File: config.mk
export PLATFORM = sky130hd
export DESIGN_NAME = ccd_exec
export DESIGN_NICKNAME = d
export VERILOG_FILES = /design/src/core/ccd_pkg.sv /design/src/core/ccd_exec.sv
export SDC_FILE = /design/constraint.sdc
export NUM_CORES = 1
export LEC_CHECK = 0
export BUFFER_PORTS_ARGS = -buffer_cell sky130_fd_sc_hd__buf_2
export CORE_AREA = 2 2 93 77
export CTS_CLUSTER_DIAMETER = 40
export DETAILED_ROUTE_END_ITERATION = 16
export DIE_AREA = 0 0 95 79
export PLACE_DENSITY = 0.8
export SYNTH_ARGS = -nofsm -noshare
export SYNTH_HDL_FRONTEND = slang
export SYNTH_SLANG_ARGS = --single-unit
File: constraint.sdc
create_clock -name clk_i -period 6.44 [get_ports clk_i]
set_input_delay 0.966 -clock clk_i [delete_from_list [all_inputs] [get_ports clk_i]]
set_output_delay 0.966 -clock clk_i [all_outputs]
set_load 0.01 [all_outputs]
File: src/core/ccd_pkg.sv
// constants and types shared by the call/clear/complement/decrement executor
package ccd_pkg;
    localparam int INSTR_W     = 14;
    localparam int PC_W        = 13;
    localparam int DATA_W      = 8;
    localparam int FILE_ADDR_W = 7;
    localparam int IMM_W       = 11;
    localparam int LATCH_W     = 8;
    localparam int LATCH_HI_W  = 2;

    // field positions inside the instruction word
    localparam int IMM_MSB  = 10;
    localparam int DEST_BIT = 7;
    localparam int FILE_MSB = 6;
    localparam int OPC3_LSB = 11;
    localparam int OPC6_LSB = 8;
    localparam int OPC7_LSB = 7;

    // field positions inside the upper latch
    localparam int LATCH_HI_MSB = 4;
    localparam int LATCH_HI_LSB = 3;

    // opcode patterns
    localparam logic [2:0]  OPC_CALL      = 3'h4;
    localparam logic [2:0]  OPC_JUMP      = 3'h5;
    localparam logic [6:0]  OPC_CLEAR_REG = 7'h03;
    localparam logic [13:0] OPC_CLEAR_ACC = 14'h0103;
    localparam logic [13:0] OPC_KICK      = 14'h0064;
    localparam logic [5:0]  OPC_INVERT    = 6'h09;
    localparam logic [5:0]  OPC_DECREMENT = 6'h03;
    localparam logic        DEST_ACC      = 1'b0;

    // reset and constant values
    localparam logic [12:0] PC_RST    = 13'h0000;
    localparam logic [12:0] PC_STEP   = 13'h0001;
    localparam logic [7:0]  BYTE_ZERO = 8'h00;
    localparam logic [7:0]  BYTE_ONE  = 8'h01;
    localparam logic [7:0]  BYTE_FULL = 8'hff;
    localparam logic        FLAG_SET  = 1'b1;
    localparam logic        FLAG_CLR  = 1'b0;

    typedef enum logic [2:0] {
        OP_OTHER,
        OP_CALL,
        OP_JUMP,
        OP_CLEAR_REG,
        OP_CLEAR_ACC,
        OP_KICK,
        OP_INVERT,
        OP_DECREMENT
    } ccd_op_t;

    typedef enum logic {
        ST_EXEC,
        ST_FLUSH
    } ccd_state_t;
endpackage

File: src/core/ccd_exec.sv
// execution slice: call, jump, clears, watchdog kick, complement, decrement
`timescale 1ns/1ps
`default_nettype none

module ccd_exec (
    input  wire logic                             clk_i,
    input  wire logic                             rst_b_i,
    input  wire logic                             ce_i,
    input  wire logic                             instr_valid_i,
    input  wire logic [ccd_pkg::INSTR_W-1:0]      instr_i,
    input  wire logic [ccd_pkg::DATA_W-1:0]       file_rdata_i,
    input  wire logic [ccd_pkg::LATCH_W-1:0]      program_counter_upper_latch_i,
    input  wire logic                             watchdog_tick_i,
    input  wire logic                             sleep_enter_i,
    output logic      [ccd_pkg::PC_W-1:0]         pc_o,
    output logic                                  busy_o,
    output logic                                  stack_push_o,
    output logic      [ccd_pkg::PC_W-1:0]         return_stack_head_o,
    output logic      [ccd_pkg::DATA_W-1:0]       acc_o,
    output logic                                  zero_flag_o,
    output logic                                  file_wr_en_o,
    output logic      [ccd_pkg::FILE_ADDR_W-1:0]  file_addr_o,
    output logic      [ccd_pkg::DATA_W-1:0]       file_wdata_o,
    output logic      [ccd_pkg::DATA_W-1:0]       watchdog_counter_o,
    output logic      [ccd_pkg::DATA_W-1:0]       watchdog_prescaler_o,
    output logic                                  timer_expiry_flag_o,
    output logic                                  sleep_entry_flag_o
);

    // opcode decode
    function automatic ccd_pkg::ccd_op_t decode_op(input logic [ccd_pkg::INSTR_W-1:0] ins);
        ccd_pkg::ccd_op_t op;
        op = ccd_pkg::OP_OTHER;
        if (ins[ccd_pkg::INSTR_W-1:ccd_pkg::OPC3_LSB] == ccd_pkg::OPC_CALL)
            op = ccd_pkg::OP_CALL;
        else if (ins[ccd_pkg::INSTR_W-1:ccd_pkg::OPC3_LSB] == ccd_pkg::OPC_JUMP)
            op = ccd_pkg::OP_JUMP;
        else if (ins == ccd_pkg::OPC_CLEAR_ACC)
            op = ccd_pkg::OP_CLEAR_ACC;
        else if (ins == ccd_pkg::OPC_KICK)
            op = ccd_pkg::OP_KICK;
        else if (ins[ccd_pkg::INSTR_W-1:ccd_pkg::OPC7_LSB] == ccd_pkg::OPC_CLEAR_REG)
            op = ccd_pkg::OP_CLEAR_REG;
        else if (ins[ccd_pkg::INSTR_W-1:ccd_pkg::OPC6_LSB] == ccd_pkg::OPC_INVERT)
            op = ccd_pkg::OP_INVERT;
        else if (ins[ccd_pkg::INSTR_W-1:ccd_pkg::OPC6_LSB] == ccd_pkg::OPC_DECREMENT)
            op = ccd_pkg::OP_DECREMENT;
        return op;
    endfunction

    // all-zero test on a byte
    function automatic logic is_zero(input logic [ccd_pkg::DATA_W-1:0] val);
        return val == ccd_pkg::BYTE_ZERO;
    endfunction

    ccd_pkg::ccd_state_t              state_r;
    ccd_pkg::ccd_state_t              state_nxt;
    ccd_pkg::ccd_op_t                 op;
    logic [ccd_pkg::PC_W-1:0]         pc_r;
    logic [ccd_pkg::PC_W-1:0]         pc_inc;
    logic [ccd_pkg::PC_W-1:0]         branch_target;
    logic [ccd_pkg::IMM_W-1:0]        imm;
    logic [ccd_pkg::LATCH_HI_W-1:0]   latch_hi;
    logic [ccd_pkg::FILE_ADDR_W-1:0]  file_addr;
    logic                             dest_bit;
    logic [ccd_pkg::DATA_W-1:0]       dec_val;
    logic [ccd_pkg::DATA_W-1:0]       alu_val;
    logic                             alu_zero;
    logic                             take;
    logic                             take_call;
    logic                             take_jump;
    logic                             take_clear_reg;
    logic                             take_clear_acc;
    logic                             take_kick;
    logic                             take_invert;
    logic                             take_decrement;
    logic                             take_alu;
    logic                             presc_wrap;
    logic                             count_wrap;
    logic                             file_wr;

    // operand fields
    assign imm           = instr_i[ccd_pkg::IMM_MSB:0];
    assign latch_hi      = program_counter_upper_latch_i[ccd_pkg::LATCH_HI_MSB:
                                                         ccd_pkg::LATCH_HI_LSB];
    assign branch_target = {latch_hi, imm};
    assign file_addr     = instr_i[ccd_pkg::FILE_MSB:0];
    assign dest_bit      = instr_i[ccd_pkg::DEST_BIT];
    assign pc_inc        = pc_r + ccd_pkg::PC_STEP;

    // data path
    assign dec_val  = file_rdata_i - ccd_pkg::BYTE_ONE;
    assign alu_val  = take_invert ? ~file_rdata_i : dec_val;
    assign alu_zero = is_zero(alu_val);

    // issue qualification
    assign op             = decode_op(instr_i);
    assign take           = ce_i && instr_valid_i && (state_r == ccd_pkg::ST_EXEC);
    assign take_call      = take && (op == ccd_pkg::OP_CALL);
    assign take_jump      = take && (op == ccd_pkg::OP_JUMP);
    assign take_clear_reg = take && (op == ccd_pkg::OP_CLEAR_REG);
    assign take_clear_acc = take && (op == ccd_pkg::OP_CLEAR_ACC);
    assign take_kick      = take && (op == ccd_pkg::OP_KICK);
    assign take_invert    = take && (op == ccd_pkg::OP_INVERT);
    assign take_decrement = take && (op == ccd_pkg::OP_DECREMENT);
    assign take_alu       = take_invert || take_decrement;
    assign file_wr        = take_clear_reg || (take_alu && (dest_bit != ccd_pkg::DEST_ACC));

    // watchdog roll-over
    assign presc_wrap = watchdog_tick_i && (watchdog_prescaler_o == ccd_pkg::BYTE_FULL);
    assign count_wrap = presc_wrap && (watchdog_counter_o == ccd_pkg::BYTE_FULL);

    // flush state after a branch
    always_comb
    begin
        state_nxt = state_r;
        unique case (state_r)
            ccd_pkg::ST_EXEC:
            begin
                if (take_call || take_jump)
                    state_nxt = ccd_pkg::ST_FLUSH;
            end
            ccd_pkg::ST_FLUSH:
            begin
                state_nxt = ccd_pkg::ST_EXEC;
            end
        endcase
    end

    always_ff @(posedge clk_i)
    begin
        if (!rst_b_i)
        begin
            state_r <= ccd_pkg::ST_EXEC;
            busy_o  <= 1'b0;
        end
        else if (ce_i)
        begin
            state_r <= state_nxt;
            busy_o  <= (state_nxt == ccd_pkg::ST_FLUSH);
        end
    end

    // program counter
    always_ff @(posedge clk_i)
    begin
        if (!rst_b_i)
            pc_r <= ccd_pkg::PC_RST;
        else if (take_call || take_jump)
            pc_r <= branch_target;
        else if (take)
            pc_r <= pc_inc;
    end

    assign pc_o = pc_r;

    // return stack head
    always_ff @(posedge clk_i)
    begin
        if (!rst_b_i)
        begin
            stack_push_o        <= 1'b0;
            return_stack_head_o <= ccd_pkg::PC_RST;
        end
        else if (ce_i)
        begin
            stack_push_o <= take_call;
            if (take_call)
                return_stack_head_o <= pc_inc;
        end
    end

    // accumulator
    always_ff @(posedge clk_i)
    begin
        if (!rst_b_i)
            acc_o <= ccd_pkg::BYTE_ZERO;
        else if (take_clear_acc)
            acc_o <= ccd_pkg::BYTE_ZERO;
        else if (take_alu && (dest_bit == ccd_pkg::DEST_ACC))
            acc_o <= alu_val;
    end

    // zero flag, untouched by branches
    always_ff @(posedge clk_i)
    begin
        if (!rst_b_i)
            zero_flag_o <= ccd_pkg::FLAG_CLR;
        else if (take_clear_reg || take_clear_acc)
            zero_flag_o <= ccd_pkg::FLAG_SET;
        else if (take_alu)
            zero_flag_o <= alu_zero;
    end

    // file register write port
    always_ff @(posedge clk_i)
    begin
        if (!rst_b_i)
        begin
            file_wr_en_o <= 1'b0;
            file_addr_o  <= '0;
            file_wdata_o <= ccd_pkg::BYTE_ZERO;
        end
        else if (ce_i)
        begin
            file_wr_en_o <= file_wr;
            if (take_clear_reg || take_alu)
                file_addr_o <= file_addr;
            if (file_wr)
                file_wdata_o <= take_clear_reg ? ccd_pkg::BYTE_ZERO : alu_val;
        end
    end

    // watchdog counter and prescaler
    always_ff @(posedge clk_i)
    begin
        if (!rst_b_i)
        begin
            watchdog_counter_o   <= ccd_pkg::BYTE_ZERO;
            watchdog_prescaler_o <= ccd_pkg::BYTE_ZERO;
        end
        else if (take_kick)
        begin
            watchdog_counter_o   <= ccd_pkg::BYTE_ZERO;
            watchdog_prescaler_o <= ccd_pkg::BYTE_ZERO;
        end
        else if (ce_i && watchdog_tick_i)
        begin
            watchdog_prescaler_o <= watchdog_prescaler_o + ccd_pkg::BYTE_ONE;
            if (presc_wrap)
                watchdog_counter_o <= watchdog_counter_o + ccd_pkg::BYTE_ONE;
        end
    end

    // status flags, kick wins over any clear
    always_ff @(posedge clk_i)
    begin
        if (!rst_b_i)
        begin
            timer_expiry_flag_o <= ccd_pkg::FLAG_SET;
            sleep_entry_flag_o  <= ccd_pkg::FLAG_SET;
        end
        else if (take_kick)
        begin
            timer_expiry_flag_o <= ccd_pkg::FLAG_SET;
            sleep_entry_flag_o  <= ccd_pkg::FLAG_SET;
        end
        else if (ce_i)
        begin
            if (count_wrap)
                timer_expiry_flag_o <= ccd_pkg::FLAG_CLR;
            if (sleep_enter_i)
                sleep_entry_flag_o <= ccd_pkg::FLAG_CLR;
        end
    end
endmodule

`default_nettype wire

# ---- After elaboration in Yosys (flattened, before gate mapping)
# Index checks and enable logic that the tools add are counted.
# Widths: inputs -> output; s select.
dict set report totals {
  ff_bits 71
  input_bits 36
  output_inout_bits 71
  elab_cells 82
}
dict set report op_classes {
  add_sub_neg 4
  n_eq_ne 16
  mux 15
  bitwise_logic 4
  reduce_logical 30
}
# op n
set op_table {}
lappend op_table {{$mux 13} 2}
lappend op_table {{$mux 3} 7}
lappend op_table {{$eq 3x3->1 const B} 6}
lappend op_table {{$add 8x1->8 const B} 2}
lappend op_table {{$eq 8x8->1 const B} 2}
lappend op_table {{$mux 8} 2}
lappend op_table {{$eq 14x7->1 const B} 1}
lappend op_table {{$eq 14x9->1 const B} 1}
lappend op_table {{$logic_and 1x1->1} 14}
lappend op_table {{$add 13x1->13 const B} 1}
lappend op_table {{$reduce_and 2->1} 6}
lappend op_table {{$logic_not 8->1} 1}
lappend op_table {{$not 8->8} 1}
lappend op_table {{$sub 8x1->8 const B} 1}
lappend op_table {{$eq 7x2->1 const B} 1}
lappend op_table {{$eq 3x2->1 const B} 2}
lappend op_table {{$eq 6x2->1 const B} 1}
lappend op_table {{$eq 6x4->1 const B} 1}
lappend op_table {{$logic_or 1x1->1} 5}
lappend op_table {{$reduce_bool 2->1} 2}
lappend op_table {{$reduce_or 2->1} 2}
lappend op_table {{$eq 3x1->1 const B} 1}
lappend op_table {{$mux 1} 3}
lappend op_table {{$not 1->1} 3}
lappend op_table {{$pmux 1 s2} 1}

# ---- Longest topological paths before layout
dict set report depth {
  word_depth 14
  ltp_mapped 9
  mapped_depth_nobuf 7
}

# ---- Worst setup path after synthesis
# No wires, ideal clock.
dict set report synth_path {
  path_type {in2reg}
  startpoint {input instr_i[3] (netlist bit)}
  endpoint {register zero_flag_o}
  setup_ps 96
  arrival_ps 2586
  required_ps 6344
  path_slack_ps 3759
  cell_stages 8
  path_cell_list {nor4_2 -> and4_1 -> o211a_1 -> buf_6 -> a21boi_2 -> xnor2_1 -> or2_1 -> o41ai_2}
}
dict set report synth_via {
  elab_chain_len 11
  word_cells_on_any_way 21
  classes_between {eq/ne (6); mux (7); reduce/logical (8)}
}
# item line_no
set synth_lines {}
lappend synth_lines {{start: declaration} ccd_exec.sv:10} ;# input wire logic [ccd_pkg::INSTR_W-1:0] instr_i,
lappend synth_lines {{$eq 14x7->1} ccd_exec.sv:40} ;# else if (ins == ccd_pkg::OPC_KICK)
lappend synth_lines {{$mux 3} ccd_exec.sv:40}
lappend synth_lines {{$mux 3 (*)} ccd_exec.sv:38} ;# else if (ins == ccd_pkg::OPC_CLEAR_ACC)
lappend synth_lines {{$mux 3 (*)} ccd_exec.sv:36} ;# else if (ins[ccd_pkg::INSTR_W-1:ccd_pkg::OPC3_LSB] == ccd_pkg::OPC_JUMP)
lappend synth_lines {{$mux 3 (*)} ccd_exec.sv:34} ;# if (ins[ccd_pkg::INSTR_W-1:ccd_pkg::OPC3_LSB] == ccd_pkg::OPC_CALL)
lappend synth_lines {{$eq 3x3->1} ccd_exec.sv:104} ;# assign take_invert = take && (op == ccd_pkg::OP_INVERT);
lappend synth_lines {{$logic_and 1x1->1} ccd_exec.sv:104}
lappend synth_lines {{$mux 8} ccd_exec.sv:93} ;# assign alu_val = take_invert ? ~file_rdata_i : dec_val;
lappend synth_lines {{$logic_not 8->1} ccd_exec.sv:53} ;# return val == ccd_pkg::BYTE_ZERO;
lappend synth_lines {{$mux 1} ccd_exec.sv:191} ;# else if (take_alu)
lappend synth_lines {{$mux 1} ccd_exec.sv:189} ;# else if (take_clear_reg || take_clear_acc)
lappend synth_lines {{end signal: assignment} ccd_exec.sv:188} ;# zero_flag_o <= ccd_pkg::FLAG_CLR;
lappend synth_lines {{end signal: assignment} ccd_exec.sv:190} ;# zero_flag_o <= ccd_pkg::FLAG_SET;
lappend synth_lines {{end signal: assignment} ccd_exec.sv:192} ;# zero_flag_o <= alu_zero;
lappend synth_lines {{end: declaration} ccd_exec.sv:20} ;# output logic zero_flag_o,
# Mark *: on every way between the ends. The rest lies on a longest branch, timed or not. The select of a mux whose other input is x is not followed.
# A chain may end at the register's enable or synchronous reset.

# ---- Worst setup path after layout
dict set report layout_path {
  startpoint {input instr_i[11] (netlist bit)}
  endpoint {register file_wdata_o[3] (netlist bit)}
}
dict set report layout_via {
  elab_chain_len 14
  word_cells_on_any_way 26
  classes_between {eq/ne (10); mux (9); reduce/logical (7)}
}
# item line_no
set layout_lines {}
lappend layout_lines {{$eq 6x2->1} ccd_exec.sv:46} ;# else if (ins[ccd_pkg::INSTR_W-1:ccd_pkg::OPC6_LSB] == ccd_pkg::OPC_DECREMENT)
lappend layout_lines {{$mux 3} ccd_exec.sv:46}
lappend layout_lines {{$mux 3} ccd_exec.sv:44} ;# else if (ins[ccd_pkg::INSTR_W-1:ccd_pkg::OPC6_LSB] == ccd_pkg::OPC_INVERT)
lappend layout_lines {{$mux 3} ccd_exec.sv:42} ;# else if (ins[ccd_pkg::INSTR_W-1:ccd_pkg::OPC7_LSB] == ccd_pkg::OPC_CLEAR_REG)
lappend layout_lines {{$mux 3} ccd_exec.sv:40}
lappend layout_lines {{$mux 3} ccd_exec.sv:38}
lappend layout_lines {{$mux 3} ccd_exec.sv:36}
lappend layout_lines {{$mux 3 (*)} ccd_exec.sv:34}
lappend layout_lines {{$eq 3x3->1, on equally long branches} {ccd_exec.sv:104, ccd_exec.sv:105}}
lappend layout_lines {{$logic_and 1x1->1, on equally long branches} {ccd_exec.sv:104, ccd_exec.sv:105}}
lappend layout_lines {{$logic_or 1x1->1} ccd_exec.sv:106} ;# assign take_alu = take_invert || take_decrement;
lappend layout_lines {{$logic_and 1x1->1} ccd_exec.sv:107} ;# assign file_wr = take_clear_reg || (take_alu && (dest_bit != ccd_pkg::DEST_ACC));
lappend layout_lines {{$logic_or 1x1->1} ccd_exec.sv:107}
lappend layout_lines {{$reduce_and 2->1 (no source line)} -}
lappend layout_lines {{end signal: assignment} ccd_exec.sv:202} ;# file_wdata_o <= ccd_pkg::BYTE_ZERO;
lappend layout_lines {{end signal: assignment} ccd_exec.sv:210} ;# file_wdata_o <= take_clear_reg ? ccd_pkg::BYTE_ZERO : alu_val;
lappend layout_lines {{end: declaration} ccd_exec.sv:23} ;# output logic [ccd_pkg::DATA_W-1:0] file_wdata_o,
# Mark *: on every way between the ends. The rest lies on a longest branch, timed or not.

==> reports/summary.md <==
The HPWL after detailed placement is 6490 um. The post-layout net count was 571. On the worst path, the slowest cell contributes a delay of 0.50 ns. For the H-tree depth, the log shows 3.

Power spread over the standard cell area amounts to 221 nW/um^2. Combinational logic burns 10.0% of the power. The proportion of power drawn by flip-flops and latches was 48.2%. Of the total synthesized cell area, the portion taken by full adders, half adders and majority gates is 1.41%.

After detailed routing, the number of vias per cell comes to 5.70. For the worst flop-to-flop path, the logic depth is 6. After routing, the total negative slack on setup checks comes to 0 ns. The final critical path takes up 47.5% of the cycle. At the end of routability-driven placement, the weighted congestion stood at 0.902. The first global-routing pass estimated 14600 um of wire.

The area growth from synthesis to layout came out at 21.5%. The worst hold path passes through 2 cells. The simple-gate portion of the synthesized area was 30.1%; the worst-margin pin slew was 0.975 ns. After synthesis the netlist holds a flip-flop and latch count of 71. Setup repair after global routing left no endpoint under its margin. The root buffer cell was sky130_fd_sc_hd__clkbuf_8. Counting flops with a built-in enable in the synthesized netlist gives 0. The worst-case clock buffer depth is 2, and the pin count of the biggest net entering global routing is 31. The number of primary I/O pins is 107, and the proportion of synthesized area in mux cells is 3.09%. 0 antenna diodes ended up in the layout.

Across the run, the number of max-cap violations was 0. The synthesized netlist contains 52 unique library cells. The analysis attributes to net switching a power of 251 uW. The total number of yosys warnings is 0.

The data arrival time of the critical path was 3.32 ns; the depth of the critical timing path with buffers and inverters included was 7. Summing the areas of all xor and xnor instances in the mapped netlist gives 6.15% of the synthesized area. The logs give 0 for the DRC violation count after routing and 703 uW for the internal power contribution.

By area, the combinational part of the netlist is dominated by simple AND/OR/NAND/NOR gates. The area of the core region was 6660 um^2; the synthesized netlist net count was 478. From bottom edge to top edge, the die measures 79 um. For the total CTS buffers, the log shows 9. The time the worst path needs with I/O delays and setup works out to 3.06 ns.

The number of hold buffers added after CTS was 0. The run finished with clean final reports. The clock latency reported for the late side of the worst-skew pair was 0.35 ns; the top fanout value on the critical path was 18. The most area-hungry cell type in the Yosys netlist is sky130_fd_sc_hd__dfxtp_1.

The final max-slew violation count came out at 0. The largest individual stage delay along the critical path comes from the cell sky130_fd_sc_hd__or3b_1. The endpoint identified for the worst register-to-register timing path is file_wdata_o[3].

The run gives 3101 as the via count of the first global-routing pass. The utilization after layout was 65.0%; the number of buffers inserted by post-CTS setup repair was 0. The kind of critical path was in -> reg. The switching power as a share of total power is 26.3%. Number of buffers and inverters on the critical path: 1.

Static timing analysis puts the maximum clock frequency at 327 MHz. The worst max-slew margin expressed relative to the limit came out at 34.9%. The tools report the clock net sink count as 71.

The number of antenna violations at the first check in global routing is 0. STA classifies the critical path startpoint as an input pin. For the worst setup path, the data required time is 6.70 ns. Clock-pin slew was measured on the worst setup and hold paths at 0.07 ns.

Yosys attributes the largest share of cell area to sky130_fd_sc_hd__dfxtp_1, sky130_fd_sc_hd__nor2_1, sky130_fd_sc_hd__nand2_1. The tools report the setup slack at placement as 3.07 ns. In the global route stage, overall resource usage came out at 24.7%. The die boundary width is 95 um, and the synthesized area divided by synthesized cell count is 8.12 um^2. Final count of hold timing violations: 0. The tools report the post-synthesis sequential area ratio as 39.9%. For this run, the leading register cell type out of synthesis is sky130_fd_sc_hd__dfxtp_1. Setup violations remaining at the end of the flow were counted as 0. The cell family contributing the most delay on the critical path is simple AND/OR/NAND/NOR gates. In the synthesized netlist the async set-or-reset flop fraction comes to 0%. The worst reg-to-reg setup slack was 4.14 ns; the routed wire length per instance was 14.5 um. The first detailed-routing pass took 5 iterations. Input and output buffers added on the ports amount to 100.

The routed design has 9060 um of wire. The run gives 0 as the total congestion overflow. The run gives 3560 um^2 as the summed instance area of the synthesized netlist. The tools report the total leakage power as 0.00180 uW. The worst min-delay path endpoint is file_wdata_o[3]. After floorplanning, the core was divided into 27 placement rows. Cells with a size suffix above 1 make up 24.6% of the layout.

The die covers 7510 um^2. The synthesized netlist devotes 16.2% of its cell area to compound gates. Summing over every cut layer, the via total after detailed routing is 3553. In this run, the number of DRC markers left after iteration 0 of detailed routing was 304. For this configuration, the core starts out at a cell density of 53.5%.

Fill cell instance count of the final layout: 597. TritonCTS built the clock tree. Traced cell by cell, the critical path runs through buf_2 -> nor4_4 -> nand3b_2 -> a21oi_4 -> nand3_1 -> or3b_1 -> a21oi_1. The cell count after synthesis came out at 438. Setup slack closes at 3.38 ns.

The critical register-to-register path startpoint is state_r. The logs give 0.0104 ns for the setup clock skew after layout and 0 for the post-cts gate resize count. Hold is met by 0.452 ns. The tools report the largest vdd supply drop as 0.000141 V. Worst min-delay path class: reg -> reg.

STA classifies the critical path endpoint as a register. Fraction of post-synthesis cell area in the top cell type by area: 39.9%. Once detail routing completed, the nets flagged for antenna violations numbered 0. The share of total power dissipated in the clock network is 41.8%. Hold path startpoint: file_wdata_o[3].
per-layer routing:
metal	GRT usage [%]	up-vias	part of all wire (%)
met2	37.1	162	44
met3	6.74	14	8.6
met5	0	-	0
met1	34.8	1628	46
li1	-	1749	-
met4	6.96	0	1.4
cell usage after synthesis, drive strengths merged (10+ instances only):
cell type,count
dfxtp,71
nor2,58
nand2,47
nand3,32
a21oi,25
o21ai,25
clkbuf,14
xnor2,14
a31oi,12
mux2i,11
xor2,11
nand4,10
placed cells by master, fill, tap and decap left out, drive strengths merged, types with 5 or more instances in the layout:
master,instances
buf,103
dfxtp,71
nor2,58
nand2,47
nand3,32
a21oi,25
o21ai,25
xnor2,14
a31oi,12
mux2i,11
xor2,11
nand4,10
a22oi,9
nor3,9
clkbuf,9
and3,8
and2,7
inv,7
nand2b,6
nor2b,5
or3,5
nor3b,5
nor4,5
worst register-to-register path, cell delays in order, from the launching register on:
cell                       delay, ns
sky130_fd_sc_hd__dfxtp_1        0.34
sky130_fd_sc_hd__nand3b_1       0.16
sky130_fd_sc_hd__buf_4          0.23
sky130_fd_sc_hd__a21oi_4        0.42
sky130_fd_sc_hd__nand3_1        0.44
sky130_fd_sc_hd__or3b_1         0.50
sky130_fd_sc_hd__a21oi_1        0.14
logic make-up after synthesis:
kind of cell,after synthesis
adders and majority gates,4
and+or+nand+nor,211
muxes,11
xor gates and xnor gates,25
DFF,71
buffers and inverters,26
AOI/OAI and AO/OA,90
stage by stage:
stage | cells | area [um^2] | total power [uW]
after floorplan | 438 | 3560 | 523
after global placement | 607 | 4100 | 561
after detailed placement | 607 | 4100 | 564
after CTS | 623 | 4320 | 961
after global routing | 623 | 4320 | 992
final | 623 | 4320 | 954
power by group through the flow:
| stage | Sequential, uW | Combinational, uW | Clock [uW] |
|---|---|---|---|
| 2_1_floorplan | 471 | 51.9 | 0 |
| 3_3_place_gp | 469 | 92.4 | 0 |
| 3_5_place_dp | 470 | 94.6 | 0 |
| 4_1_cts | 459 | 95.2 | 407 |
| 5_1_grt | 461 | 105 | 426 |
| 6_report | 460 | 95.8 | 398 |
registers in the layout, summed over array words and instances (netlist names):
signal,flops
watchdog_prescaler_o,8
stack_push_o,1
file_addr_o,7
timer_expiry_flag_o,1
zero_flag_o,1
return_stack_head_o,13
acc_o,8
state_r,1
watchdog_counter_o,8
file_wr_en_o,1
sleep_entry_flag_o,1
file_wdata_o,8
pc_o,13
layout make-up:
class | instances | area (um^2) | area share (%)
tap | 87 | 109 | 2.52
multi-input combinational | 341 | 2030 | 47.0
clock buffer | 9 | 124 | 2.87
timing repair buffer | 103 | 523 | 12.1
inverter | 5 | 18.8 | 0.434
clock inverter | 7 | 95.1 | 2.20
sequential | 71 | 1420 | 32.9
worst max path at each step:
stage / startpoint / to / slack (ns)
floorplan: instr_i[3] / zero_flag_o / 3.76
global placement: instr_i[11] / file_wdata_o[3] / 3.10
detailed placement: instr_i[11] / file_wdata_o[3] / 3.07
CTS: instr_i[11] / file_wdata_o[3] / 3.44
global route: instr_i[11] / file_wdata_o[6] / 3.14
finish: instr_i[11] / file_wdata_o[3] / 3.38
No activity file was read; power rests on OpenSTA's default activity.
